--- src/design/tim_chan_cfg.svh ---
`ifndef TIM_CHAN_CFG_SVH
`define TIM_CHAN_CFG_SVH

// ----------------------------------------
// Register map
// ----------------------------------------
`define NCH        6
`define RA_SC      2'h0
`define RA_HI      2'h1
`define RA_LO      2'h2
`define A_EVT      8'h60
`define A_MSK      8'h64
`define CH_LAST    3'h5
// ----------------------------------------
// Status/control fields
// ----------------------------------------
`define B_FLAG     7
`define B_IE       6
`define B_MSB      5
`define B_MSA      4
`define B_ELSB     3
`define B_ELSA     2
`define B_TOV      1
`define B_MAX      0
`define ELS_OFF    2'h0
`define ELS_RISE   2'h1
`define ELS_FALL   2'h2
`define HTRANS_NSQ 2'h2
`define HSIZE_WORD 3'h2
`endif

--- src/design/tim_chan_pkg.sv ---
package tim_chan_pkg;
  typedef struct packed {
    logic        flag;
    logic        ie;
    logic        msb;
    logic        msa;
    logic [1:0]  els;
    logic        tov;
    logic        fmax;
    logic        max_eff;
    logic [15:0] val;
    logic        armed;
    logic        cap_blk;
    logic        cmp_blk;
    logic        pin_prev;
    logic        pin_q;
    logic        oe;
    logic        irq_req;
  } ch_t;

  typedef struct packed {
    ch_t [5:0]   ch;
    logic [5:0]  evt;
    logic [5:0]  mask;
    logic        irq;
    logic        sel;
    logic        wr;
    logic [7:0]  addr;
    logic [31:0] rdata;
  } state_t;
endpackage

--- src/design/tim_chan.sv ---
`include "tim_chan_cfg.svh"
`timescale 1ns/10ps
`default_nettype none
module tim_chan (
  // Clock and reset
  input  wire logic        i_mclk,
  input  wire logic        i_rstn,
  // AHB-Lite slave
  input  wire logic        i_hsel,
  input  wire logic [31:0] i_haddr,
  input  wire logic [1:0]  i_htrans,
  input  wire logic        i_hwrite,
  input  wire logic [2:0]  i_hsize,
  input  wire logic [31:0] i_hwdata,
  input  wire logic        i_hready,
  output logic [31:0]      o_hrdata,
  output logic             o_hreadyout,
  output logic             o_hresp,
  // Shared timer counter
  input  wire logic [15:0] i_count,
  input  wire logic        i_overflow,
  // Channel pins and port fallback
  input  wire logic [5:0]  i_pin_in,
  input  wire logic [5:0]  i_port_data,
  input  wire logic [5:0]  i_port_dir,
  output logic [5:0]       o_pin_out,
  output logic [5:0]       o_pin_oe,
  // Interrupts
  output logic [5:0]       o_chan_irq,
  output logic             o_irq
);
  tim_chan_pkg::state_t s_q;
  tim_chan_pkg::state_t s_d;
  logic [5:0]           cap_ev;
  logic [5:0]           match;
  logic [5:0]           ev;
  logic [5:0]           dis;
  logic [5:0]           oc;
  logic [5:0]           act;
  logic                 take;
  logic                 rd_take;
  logic [2:0]           rch;
  logic [2:0]           wch;
  logic [1:0]           wra;
  logic [1:0]           rra;
  logic [7:0]           wb;

  // ----------------------------------------
  // Next state
  // ----------------------------------------
  always_comb begin
    s_d     = s_q;
    take    = i_hsel && i_hready && (i_htrans == `HTRANS_NSQ) && (i_hsize == `HSIZE_WORD);
    rd_take = take && !i_hwrite;
    rch     = i_haddr[6:4];
    rra     = i_haddr[3:2];
    wch     = s_q.addr[6:4];
    wra     = s_q.addr[3:2];
    wb      = i_hwdata[7:0];
    cap_ev  = '0;
    match   = '0;
    ev      = '0;
    dis     = '0;
    oc      = '0;
    act     = '0;
    // Address phase is captured here, data is used one cycle later
    s_d.sel = take;
    s_d.wr  = i_hwrite;
    s_d.addr = i_haddr[7:0];
    for (int i = 0; i < `NCH; i++) begin
      // Even channels index themselves so no index ever leaves the array
      dis[i] = (i % 2 == 1) && s_q.ch[i - (i % 2)].msb;
      oc[i]  = s_q.ch[i].msb || s_q.ch[i].msa;
      act[i] = (s_q.ch[i].els != `ELS_OFF) && !dis[i];
      unique case (s_q.ch[i].els)
        `ELS_RISE: cap_ev[i] = i_pin_in[i] && !s_q.ch[i].pin_prev;
        `ELS_FALL: cap_ev[i] = !i_pin_in[i] && s_q.ch[i].pin_prev;
        default:   cap_ev[i] = i_pin_in[i] != s_q.ch[i].pin_prev;
      endcase
      cap_ev[i] = cap_ev[i] && act[i] && !oc[i] && !s_q.ch[i].cap_blk;
      // Each channel compares the count against its own value register
      match[i]  = act[i] && oc[i] && !s_q.ch[i].cmp_blk && (i_count == s_q.ch[i].val);
      ev[i]     = cap_ev[i] || match[i];
      s_d.ch[i].pin_prev = i_pin_in[i];
      if (cap_ev[i]) begin
        s_d.ch[i].val = i_count;
      end
      if (ev[i]) begin
        s_d.ch[i].armed = 1'b0;
      end
      // Register writes, data phase
      if (s_q.sel && s_q.wr && (wch == 3'(i)) && !dis[i]) begin
        unique case (wra)
          `RA_SC: begin
            if (!wb[`B_FLAG] && s_q.ch[i].armed && !ev[i]) begin
              s_d.ch[i].flag = 1'b0;
            end
            s_d.ch[i].armed = 1'b0;
            s_d.ch[i].ie    = wb[`B_IE];
            s_d.ch[i].msb   = (i % 2 == 0) ? wb[`B_MSB] : 1'b0;
            s_d.ch[i].msa   = wb[`B_MSA];
            s_d.ch[i].els   = wb[`B_ELSB:`B_ELSA];
            s_d.ch[i].tov   = wb[`B_TOV];
            s_d.ch[i].fmax  = wb[`B_MAX];
          end
          `RA_HI: begin
            s_d.ch[i].val[15:8] = wb;
            s_d.ch[i].cmp_blk   = oc[i];
          end
          `RA_LO: begin
            s_d.ch[i].val[7:0] = wb;
            s_d.ch[i].cmp_blk  = 1'b0;
          end
          default: ;
        endcase
      end
      // Set wins over any clear in the same cycle
      if (ev[i]) begin
        s_d.ch[i].flag = 1'b1;
      end
      // Read side effects, address phase
      if (rd_take && (rch == 3'(i)) && !dis[i]) begin
        if ((rra == `RA_SC) && s_q.ch[i].flag && !ev[i]) begin
          s_d.ch[i].armed = 1'b1;
        end
        if ((rra == `RA_HI) && !oc[i]) begin
          s_d.ch[i].cap_blk = 1'b1;
        end
        if (rra == `RA_LO) begin
          s_d.ch[i].cap_blk = 1'b0;
        end
      end
      // Output compare pin action
      if (i_overflow) begin
        s_d.ch[i].max_eff = s_q.ch[i].fmax;
      end
      if (act[i] && oc[i]) begin
        if (s_q.ch[i].tov && i_overflow) begin
          s_d.ch[i].pin_q = !s_q.ch[i].pin_q;
        end else if (match[i]) begin
          unique case (s_q.ch[i].els)
            `ELS_RISE: s_d.ch[i].pin_q = !s_q.ch[i].pin_q;
            `ELS_FALL: s_d.ch[i].pin_q = 1'b0;
            default:   s_d.ch[i].pin_q = 1'b1;
          endcase
        end
        if (s_q.ch[i].tov && s_q.ch[i].max_eff) begin
          s_d.ch[i].pin_q = 1'b1;
        end
        s_d.ch[i].oe = 1'b1;
      end else if (act[i]) begin
        s_d.ch[i].pin_q = i_port_data[i];
        s_d.ch[i].oe    = 1'b0;
      end else begin
        s_d.ch[i].pin_q = i_port_data[i];
        s_d.ch[i].oe    = i_port_dir[i];
      end
      if (dis[i]) begin
        s_d.ch[i].flag    = 1'b0;
        s_d.ch[i].ie      = 1'b0;
        s_d.ch[i].msa     = 1'b0;
        s_d.ch[i].els     = `ELS_OFF;
        s_d.ch[i].tov     = 1'b0;
        s_d.ch[i].fmax    = 1'b0;
      end
      s_d.ch[i].irq_req = s_d.ch[i].flag && s_d.ch[i].ie;
    end
    // Sticky status, write one to clear, set wins
    if (s_q.sel && s_q.wr && (s_q.addr == `A_EVT)) begin
      s_d.evt = s_q.evt & ~i_hwdata[5:0];
    end
    if (s_q.sel && s_q.wr && (s_q.addr == `A_MSK)) begin
      s_d.mask = i_hwdata[5:0];
    end
    s_d.evt = s_d.evt | ev;
    s_d.irq = |(s_d.evt & s_d.mask);
    // Read data taken from next state so a just-written value reads back
    s_d.rdata = '0;
    if (rd_take) begin
      if (i_haddr[7:0] == `A_EVT) begin
        s_d.rdata = {26'h0, s_d.evt};
      end else if (i_haddr[7:0] == `A_MSK) begin
        s_d.rdata = {26'h0, s_d.mask};
      end else if ((rch <= `CH_LAST) && (i_haddr[7] == 1'b0)) begin
        for (int i = 0; i < `NCH; i++) begin
          if ((rch == 3'(i)) && !dis[i]) begin
            unique case (rra)
              `RA_SC: s_d.rdata = {24'h0, s_d.ch[i].flag, s_d.ch[i].ie, s_d.ch[i].msb,
                                   s_d.ch[i].msa, s_d.ch[i].els, s_d.ch[i].tov,
                                   s_d.ch[i].fmax};
              `RA_HI: s_d.rdata = {24'h0, s_d.ch[i].val[15:8]};
              `RA_LO: s_d.rdata = {24'h0, s_d.ch[i].val[7:0]};
              default: s_d.rdata = '0;
            endcase
          end
        end
      end
    end
  end

  // ----------------------------------------
  // State register
  // ----------------------------------------
  always_ff @(posedge i_mclk) begin
    if (!i_rstn) begin
      s_q <= '0;
    end else begin
      s_q <= s_d;
    end
  end

  // ----------------------------------------
  // Outputs
  // ----------------------------------------
  always_comb begin
    o_hrdata    = s_q.rdata;
    o_hreadyout = 1'b1;
    o_hresp     = 1'b0;
    o_irq       = s_q.irq;
    for (int i = 0; i < `NCH; i++) begin
      o_pin_out[i]  = s_q.ch[i].pin_q;
      o_pin_oe[i]   = s_q.ch[i].oe;
      o_chan_irq[i] = s_q.ch[i].irq_req;
    end
  end

  for (genvar g = 0; g < `NCH; g++) begin : g_chk

  end
  for (genvar g = 1; g < `NCH; g += 2) begin : g_pair

  end
endmodule
`default_nettype wire

--- config.mk ---
export PLATFORM = sky130hd
export DESIGN_NAME = tim_chan
export DESIGN_NICKNAME = d
export VERILOG_FILES = /design/src/design/tim_chan_pkg.sv /design/src/design/tim_chan.sv
export VERILOG_INCLUDE_DIRS = /design/src /design/src/design
export SDC_FILE = /design/constraint.sdc
export NUM_CORES = 1
export LEC_CHECK = 0
export BUFFER_PORTS_ARGS = -buffer_cell sky130_fd_sc_hd__buf_2
export CAP_MARGIN = 20
export CELL_PAD_IN_SITES_DETAIL_PLACEMENT = 0
export CELL_PAD_IN_SITES_GLOBAL_PLACEMENT = 2
export CORE_MARGIN = 2
export CORE_UTILIZATION = 38
export CTS_CLUSTER_DIAMETER = 100
export DETAILED_ROUTE_END_ITERATION = 12
export PLACE_DENSITY_LB_ADDON = 0.1
export SYNTH_ARGS = -nofsm -noshare
export SYNTH_HDL_FRONTEND = slang
export SYNTH_SLANG_ARGS = --single-unit
--- constraint.sdc ---
create_clock -name i_mclk -period 5.6 [get_ports i_mclk]
set_input_delay 0.84 -clock i_mclk [delete_from_list [all_inputs] [get_ports i_mclk]]
set_output_delay 0.84 -clock i_mclk [all_outputs]
set_load 0.01 [all_outputs]
## Word-level counts from Yosys, hierarchy flattened

Index checks and enable logic that the tools add are counted.
Widths: inputs -> output; s select.

| word-level totals | value |
|---|---|
| flip-flop bits (word level) | 247 |
| input port bits | 109 |

| operators by class | value |
|---|---|
| eq/ne operators | 50 |
| reductions and logical operators | 219 |
| multiplexer cells | 155 |
| $lt $le $gt $ge | 1 |
| bitwise logic cells | 8 |

Operators by type and width:

| kind | count |
|---|---|
| $mux 8 | 25 |
| $mux 32 | 5 |
| $pmux 8 s3 | 6 |
| $logic_and 1x1->1 | 128 |
| $mux 17 | 6 |
| $eq 16x16->1 | 6 |
| $mux 16 | 6 |
| $mux 1 | 66 |
| $logic_not 1->1 | 47 |
| $pmux 1 s2 | 18 |
| $eq 8x7->1 const B | 4 |
| $mux 2 | 15 |
| $mux 6 | 5 |
| $reduce_and 2->1 | 13 |
| $reduce_bool 2->1 | 13 |
| $ne 4x2->1 const B | 6 |
| $eq 2x2->1 const B | 9 |
| $eq 2x1->1 const B | 8 |
| $eq 3x2->1 const B | 5 |
| $mux 5 | 3 |
| $and 6x6->6 | 2 |
| $eq 3x3->1 const B | 4 |
| $logic_or 1x1->1 | 12 |
| $eq 3x1->1 const B | 2 |
| other kinds (9) | 19 |

## Depth between registers and ports, before layout

| depth | value |
|---|---|
| word-level depth | 23 |
| depth in mapped cells | 13 |

## Worst setup path after synthesis

OpenSTA, ideal clock, no wires.

| timing | value |
|---|---|
| kind | in2reg |
| start point | in i_pin_in[1] |
| end point | reg s_q, in the netlist o_hrdata[2] |
| arrival time | 3.264 ns |
| stages | 11 |
| slack | 2.213 ns |
| path buffers | 0 |
| cells stage by stage | inv_1 -> ha_1 -> nor2b_1 -> a2111oi_4 -> mux2i_1 -> a211oi_1 -> or4_1 -> a2111oi_0 -> a31oi_1 -> a31oi_1 -> nor2_1 |

| on the way | value |
|---|---|
| word-level cells in the longest chain between the ends | 18 |

Ends and longest elaborated chain:

| item | line | text |
|---|---|---|
| start, declared | tim_chan.sv:23 | `input wire logic [5:0] i_pin_in,` |
| $logic_not 1->1 | tim_chan.sv:77 | `` `ELS_FALL: cap_ev[i] = !i_pin_in[i] && s_q.ch[i].pin_prev; `` |
| $logic_and 1x1->1 | tim_chan.sv:77 |  |
| $pmux 1 s2 * | tim_chan.sv:75 | `unique case (s_q.ch[i].els)` |
| $logic_and 1x1->1 * (3 in series) | tim_chan.sv:80 | `cap_ev[i] = cap_ev[i] && act[i] && !oc[i] && !s_q.ch[i].cap_blk;` |
| $mux 16 * | tim_chan.sv:85 | `if (cap_ev[i]) begin` |
| $mux 8 | tim_chan.sv:93 | `unique case (wra)` |
| $mux 17 * | tim_chan.sv:92 | `if (s_q.sel && s_q.wr && (wch == 3'(i)) && !dis[i]) begin` |
| $pmux 8 s3 * | tim_chan.sv:187 | `unique case (rra)` |
| $mux 32 * (5 in series) | tim_chan.sv:186 | `if ((rch == 3'(i)) && !dis[i]) begin` |
| $mux 6 * | tim_chan.sv:184 | `` end else if ((rch <= `CH_LAST) && (i_haddr[7] == 1'b0)) begin `` |
| $mux 6 * | tim_chan.sv:182 | `` end else if (i_haddr[7:0] == `A_MSK) begin `` |
| $mux 6 * | tim_chan.sv:180 | `` if (i_haddr[7:0] == `A_EVT) begin `` |
| end signal, assigned | tim_chan.sv:206 | `s_q <= '0;` |
| end signal, assigned | tim_chan.sv:208 | `s_q <= s_d;` |
| end, declared | tim_chan.sv:32 | `tim_chan_pkg::state_t s_q;` |

Mark *: on every way between the ends. The rest lies on a longest branch, timed or not.
A chain may end at the register's enable or synchronous reset.

## Worst setup path after layout

| timing | value |
|---|---|
| start point | reg s_q[113] in the netlist's numbering |
| end point | reg s_q, in the netlist o_hrdata[1] |

| on the way | value |
|---|---|
| word-level cells in the longest chain between the ends | 17 |

Ends and longest elaborated chain:

| item | line |
|---|---|
| $eq 2x2->1 (tied with other cells) | tim_chan.sv:75 |
| $pmux 1 s2 / $logic_and 1x1->1 (equally long branches) | tim_chan.sv:75, tim_chan.sv:74 |
| $logic_and 1x1->1 (3 in series) | tim_chan.sv:80 |
| $mux 16 | tim_chan.sv:85 |
| $mux 8 | tim_chan.sv:93 |
| $mux 17 | tim_chan.sv:92 |
| $pmux 8 s3 | tim_chan.sv:187 |
| $mux 32 (5 in series) | tim_chan.sv:186 |
| $mux 6 | tim_chan.sv:184 |
| $mux 6 | tim_chan.sv:182 |
| $mux 6 * | tim_chan.sv:180 |

Marks and branches as above.

==> qor.txt <==
outcome: finished clean
Post-synth EDFFs: 0
crit share post-route: 70.95%
initial antenna violation count: 0
post-cts hold buffer count: 0
Final Hold Vio Count: 0
grt ovf: 0
Die Ht: 190.3 um
Total GRT Usage: 29.24%
clk slew on worst S/H paths: 0.06 ns
CP required: 6.00 ns
IO Port Bufs: 87
die area: 0.03621 mm^2
max_slew headroom: 19.69%
Seq cells post-synth: 223
worst path cell trace: inv_1, ha_1, or4_4, a2111oi_4, buf_4, mux2i_1, a211oi_1, or4_1, or4_1, nand3_1, a211oi_1
diode count: 0
RR Startpoint: s_q[113]
XOR/XNOR Fraction of Synth Area: 6.376%
Layout area overhead: 11.78%
CTS Buffer Depth: 3
YS warnings: 0
Peak supply drop: 0.0002439 V
Critical Path Sink Type: register
worst min path class: primary input to register
WL/cell: 25.47 um
FFs w/ async S/R, synth: 0%
main combinational cell family by area after synthesis: simple AND/OR/NAND/NOR gates
clock period minus worst slack: 3.973 ns
cts repair resizes: 0
Final Setup Violations: 0
dpl ws: 1.545 ns
max-slew violation count: 0
DIE WIDTH: 190.3 um
hold path start: i_htrans[0]
# DRC: 0
filler cell count: 3546
adder-cell share of the synthesized area: 3.131%
Final GP Congestion: 0.8882
clock tree sinks: 223
R2R setup slack: 1.63 ns
core area: 0.03437 mm^2
layout cells sized above 1: 12.01%
clk root buf: clkbuf_16
Leak: 5.490 nW
mux cell area share after synthesis: 10.28%
Yosys top cell area share: 33.85%
Crit-path slowest cell: a2111oi_4
postcts setup bufs: 0
Crit Path Max Fanout: 16
Hold Path End: s_q[41]
Netlist Area Pre-Place: 0.01319 mm^2
WP data arrival: 4.37 ns
Setup WS post-layout: 1.627 ns
Cells after Synth: 1624
total iterations of the first detailed-routing run: 5
DRT antenna net count: 0
Least-Margin Pin Slew: 1.194 ns
fmax: 251.7 MHz
Max Cap Violations: 0
setup TNS: 0 ns
Starting Density: 38.37%
footprint of the multi-input gates: 0.007829 mm^2
cell with the most instances after synthesis: dfxtp_1
Seq/Total Area, Yosys: 33.85%
hold path depth: 2
worst-skew pair later-pin latency: 0.56 ns
most frequent cells after synthesis: 223 x dfxtp_1, 214 x nor2_1, 131 x mux2i_1, 111 x a21oi_1, 97 x nand2_1
Boundary Pins: 162
Distinct cells, synth: 74
vias in the first global route: 11229
PwrDens: 269.0 mW/mm^2
cell accounting for the most synthesized area: dfxtp_1
syn_area_per_cell: 8.120 um^2
clk_skew: 0.01434 ns
category of the most critical setup path: register to register
Startpoint Class: register
DP HPWL: 37.75 mm
simple-gate share of the synthesized area: 20.87%
number of DRC markers in iteration 0: 1236
std cell rows: 68
Compound-Gate Fraction of Synth Area: 17.61%
largest net degree at the start of global routing: 73
via count: 12157
biggest cell delay along the critical path: 0.51 ns
H-tree Lvls: 1
Primary FF master, synth: dfxtp_1
# nets final: 1769
vias per cell: 5.778
CTS buffer count: 28
CTS tree: done
r2r endpoint: o_hrdata[1]
top cells by area, synth: dfxtp_1 34%, mux2i_1 9.9%, nor2_1 6.1%, xnor2_1 4.9%, a21oi_1 4.2%
RSZ-0062 raised after global routing: false
register area: 0.004464 mm^2
first-pass GRT wire length: 77.76 mm
DRT Wirelength: 53.59 mm
Worst Reg-to-Reg Cells: 11
registers in the layout, summed over array words and instances (netlist names):
register,cells
dis,3
o_pin_oe,6
o_chan_irq,6
s_q,193
o_irq,1
o_hrdata,8
o_pin_out,6
worst max-delay path: cells and delay by family, from the launching register on:
family	cells	cell delay, ns
AOI/OAI and AO/OA	3	0.79
adders and majority gates	1	0.24
buffers and inverters	2	0.48
DFF	1	0.40
muxes	1	0.35
and+or+nand+nor	4	1.54
layout by cell type, fill, tap and decap left out, types with 34 or more instances in the layout:
master / count
buf_4: 39
dfxtp_1: 223
o21ai_0: 72
and2_1: 59
inv_1: 34
nor2_1: 214
nor3_1: 37
buf_2: 87
xnor2_1: 74
a21oi_1: 111
a211oi_1: 52
nand2_1: 97
mux2i_1: 131
stage by stage:
step           total power (W)  cells  hold slack [ns]  cell area, um^2  util (%)
2_1_floorplan         0.001841   1648           0.4325            13280         -
3_3_place_gp          0.001978   2052           0.4720            13720     39.93
3_5_place_dp          0.001977   2052           0.4778            13720     39.93
4_1_cts               0.003996   2104           0.4435            14740     42.89
5_1_grt               0.004095   2104           0.4540            14740     42.89
6_report              0.003966   2104           0.4595            14740     42.89
worst max-delay path by stage:
stage / start / endpoint / slack [ns] / cells after the start
4_1_cts: s_q[113] / o_hrdata[1] / 1.73 / 11
2_1_floorplan: i_pin_in[1] / o_hrdata[2] / 2.21 / 11
5_1_grt: s_q[36] / o_hrdata[5] / 1.55 / 8
3_3_place_gp: i_pin_in[1] / o_hrdata[1] / 1.55 / 12
6_report: s_q[113] / o_hrdata[1] / 1.63 / 11
3_5_place_dp: i_pin_in[1] / o_hrdata[1] / 1.55 / 12
report_power, final:
| part | switching (W) | internal [W] | leakage [nW] |
|---|---|---|---|
| combinational | 0.000252 | 0.0000912 | 3.18 |
| sequential | 0.00000691 | 0.00160 | 1.80 |
| clock | 0.000771 | 0.00125 | 0.506 |
per-layer routing:
metal | share of wire [%] | routed length, um | up-vias | global-route usage, %
li1 | - | - | 5665 | -
met1 | 46 | 24900 | 5890 | 43.71
met2 | 42 | 22510 | 529 | 43.26
met3 | 9.3 | 5009 | 73 | 5.392
met4 | 2.2 | 1167 | 0 | 6.530
met5 | 0 | 0 | - | 0
logic make-up (layout without fill, tap and decap cells):
family | count (synthesis) | after routing
xor+xnor | 96 | 96
other cells | 2 | 26
buf+inv | 212 | 213
mux | 135 | 135
compound gates | 355 | 355
flops | 223 | 223
fa+ha+maj | 33 | 33
simple gates | 568 | 568
area by class of cell:
cell class,instances,area share [%]
multi-input cells,1213,53.11
flip-flops and latches,223,30.28
clock buffers,38,5.559
clock inverters,14,1.341
repair buffers,126,4.940
inverters,35,0.9082
well taps,455,3.862
Power figures use the tool's default switching activity.
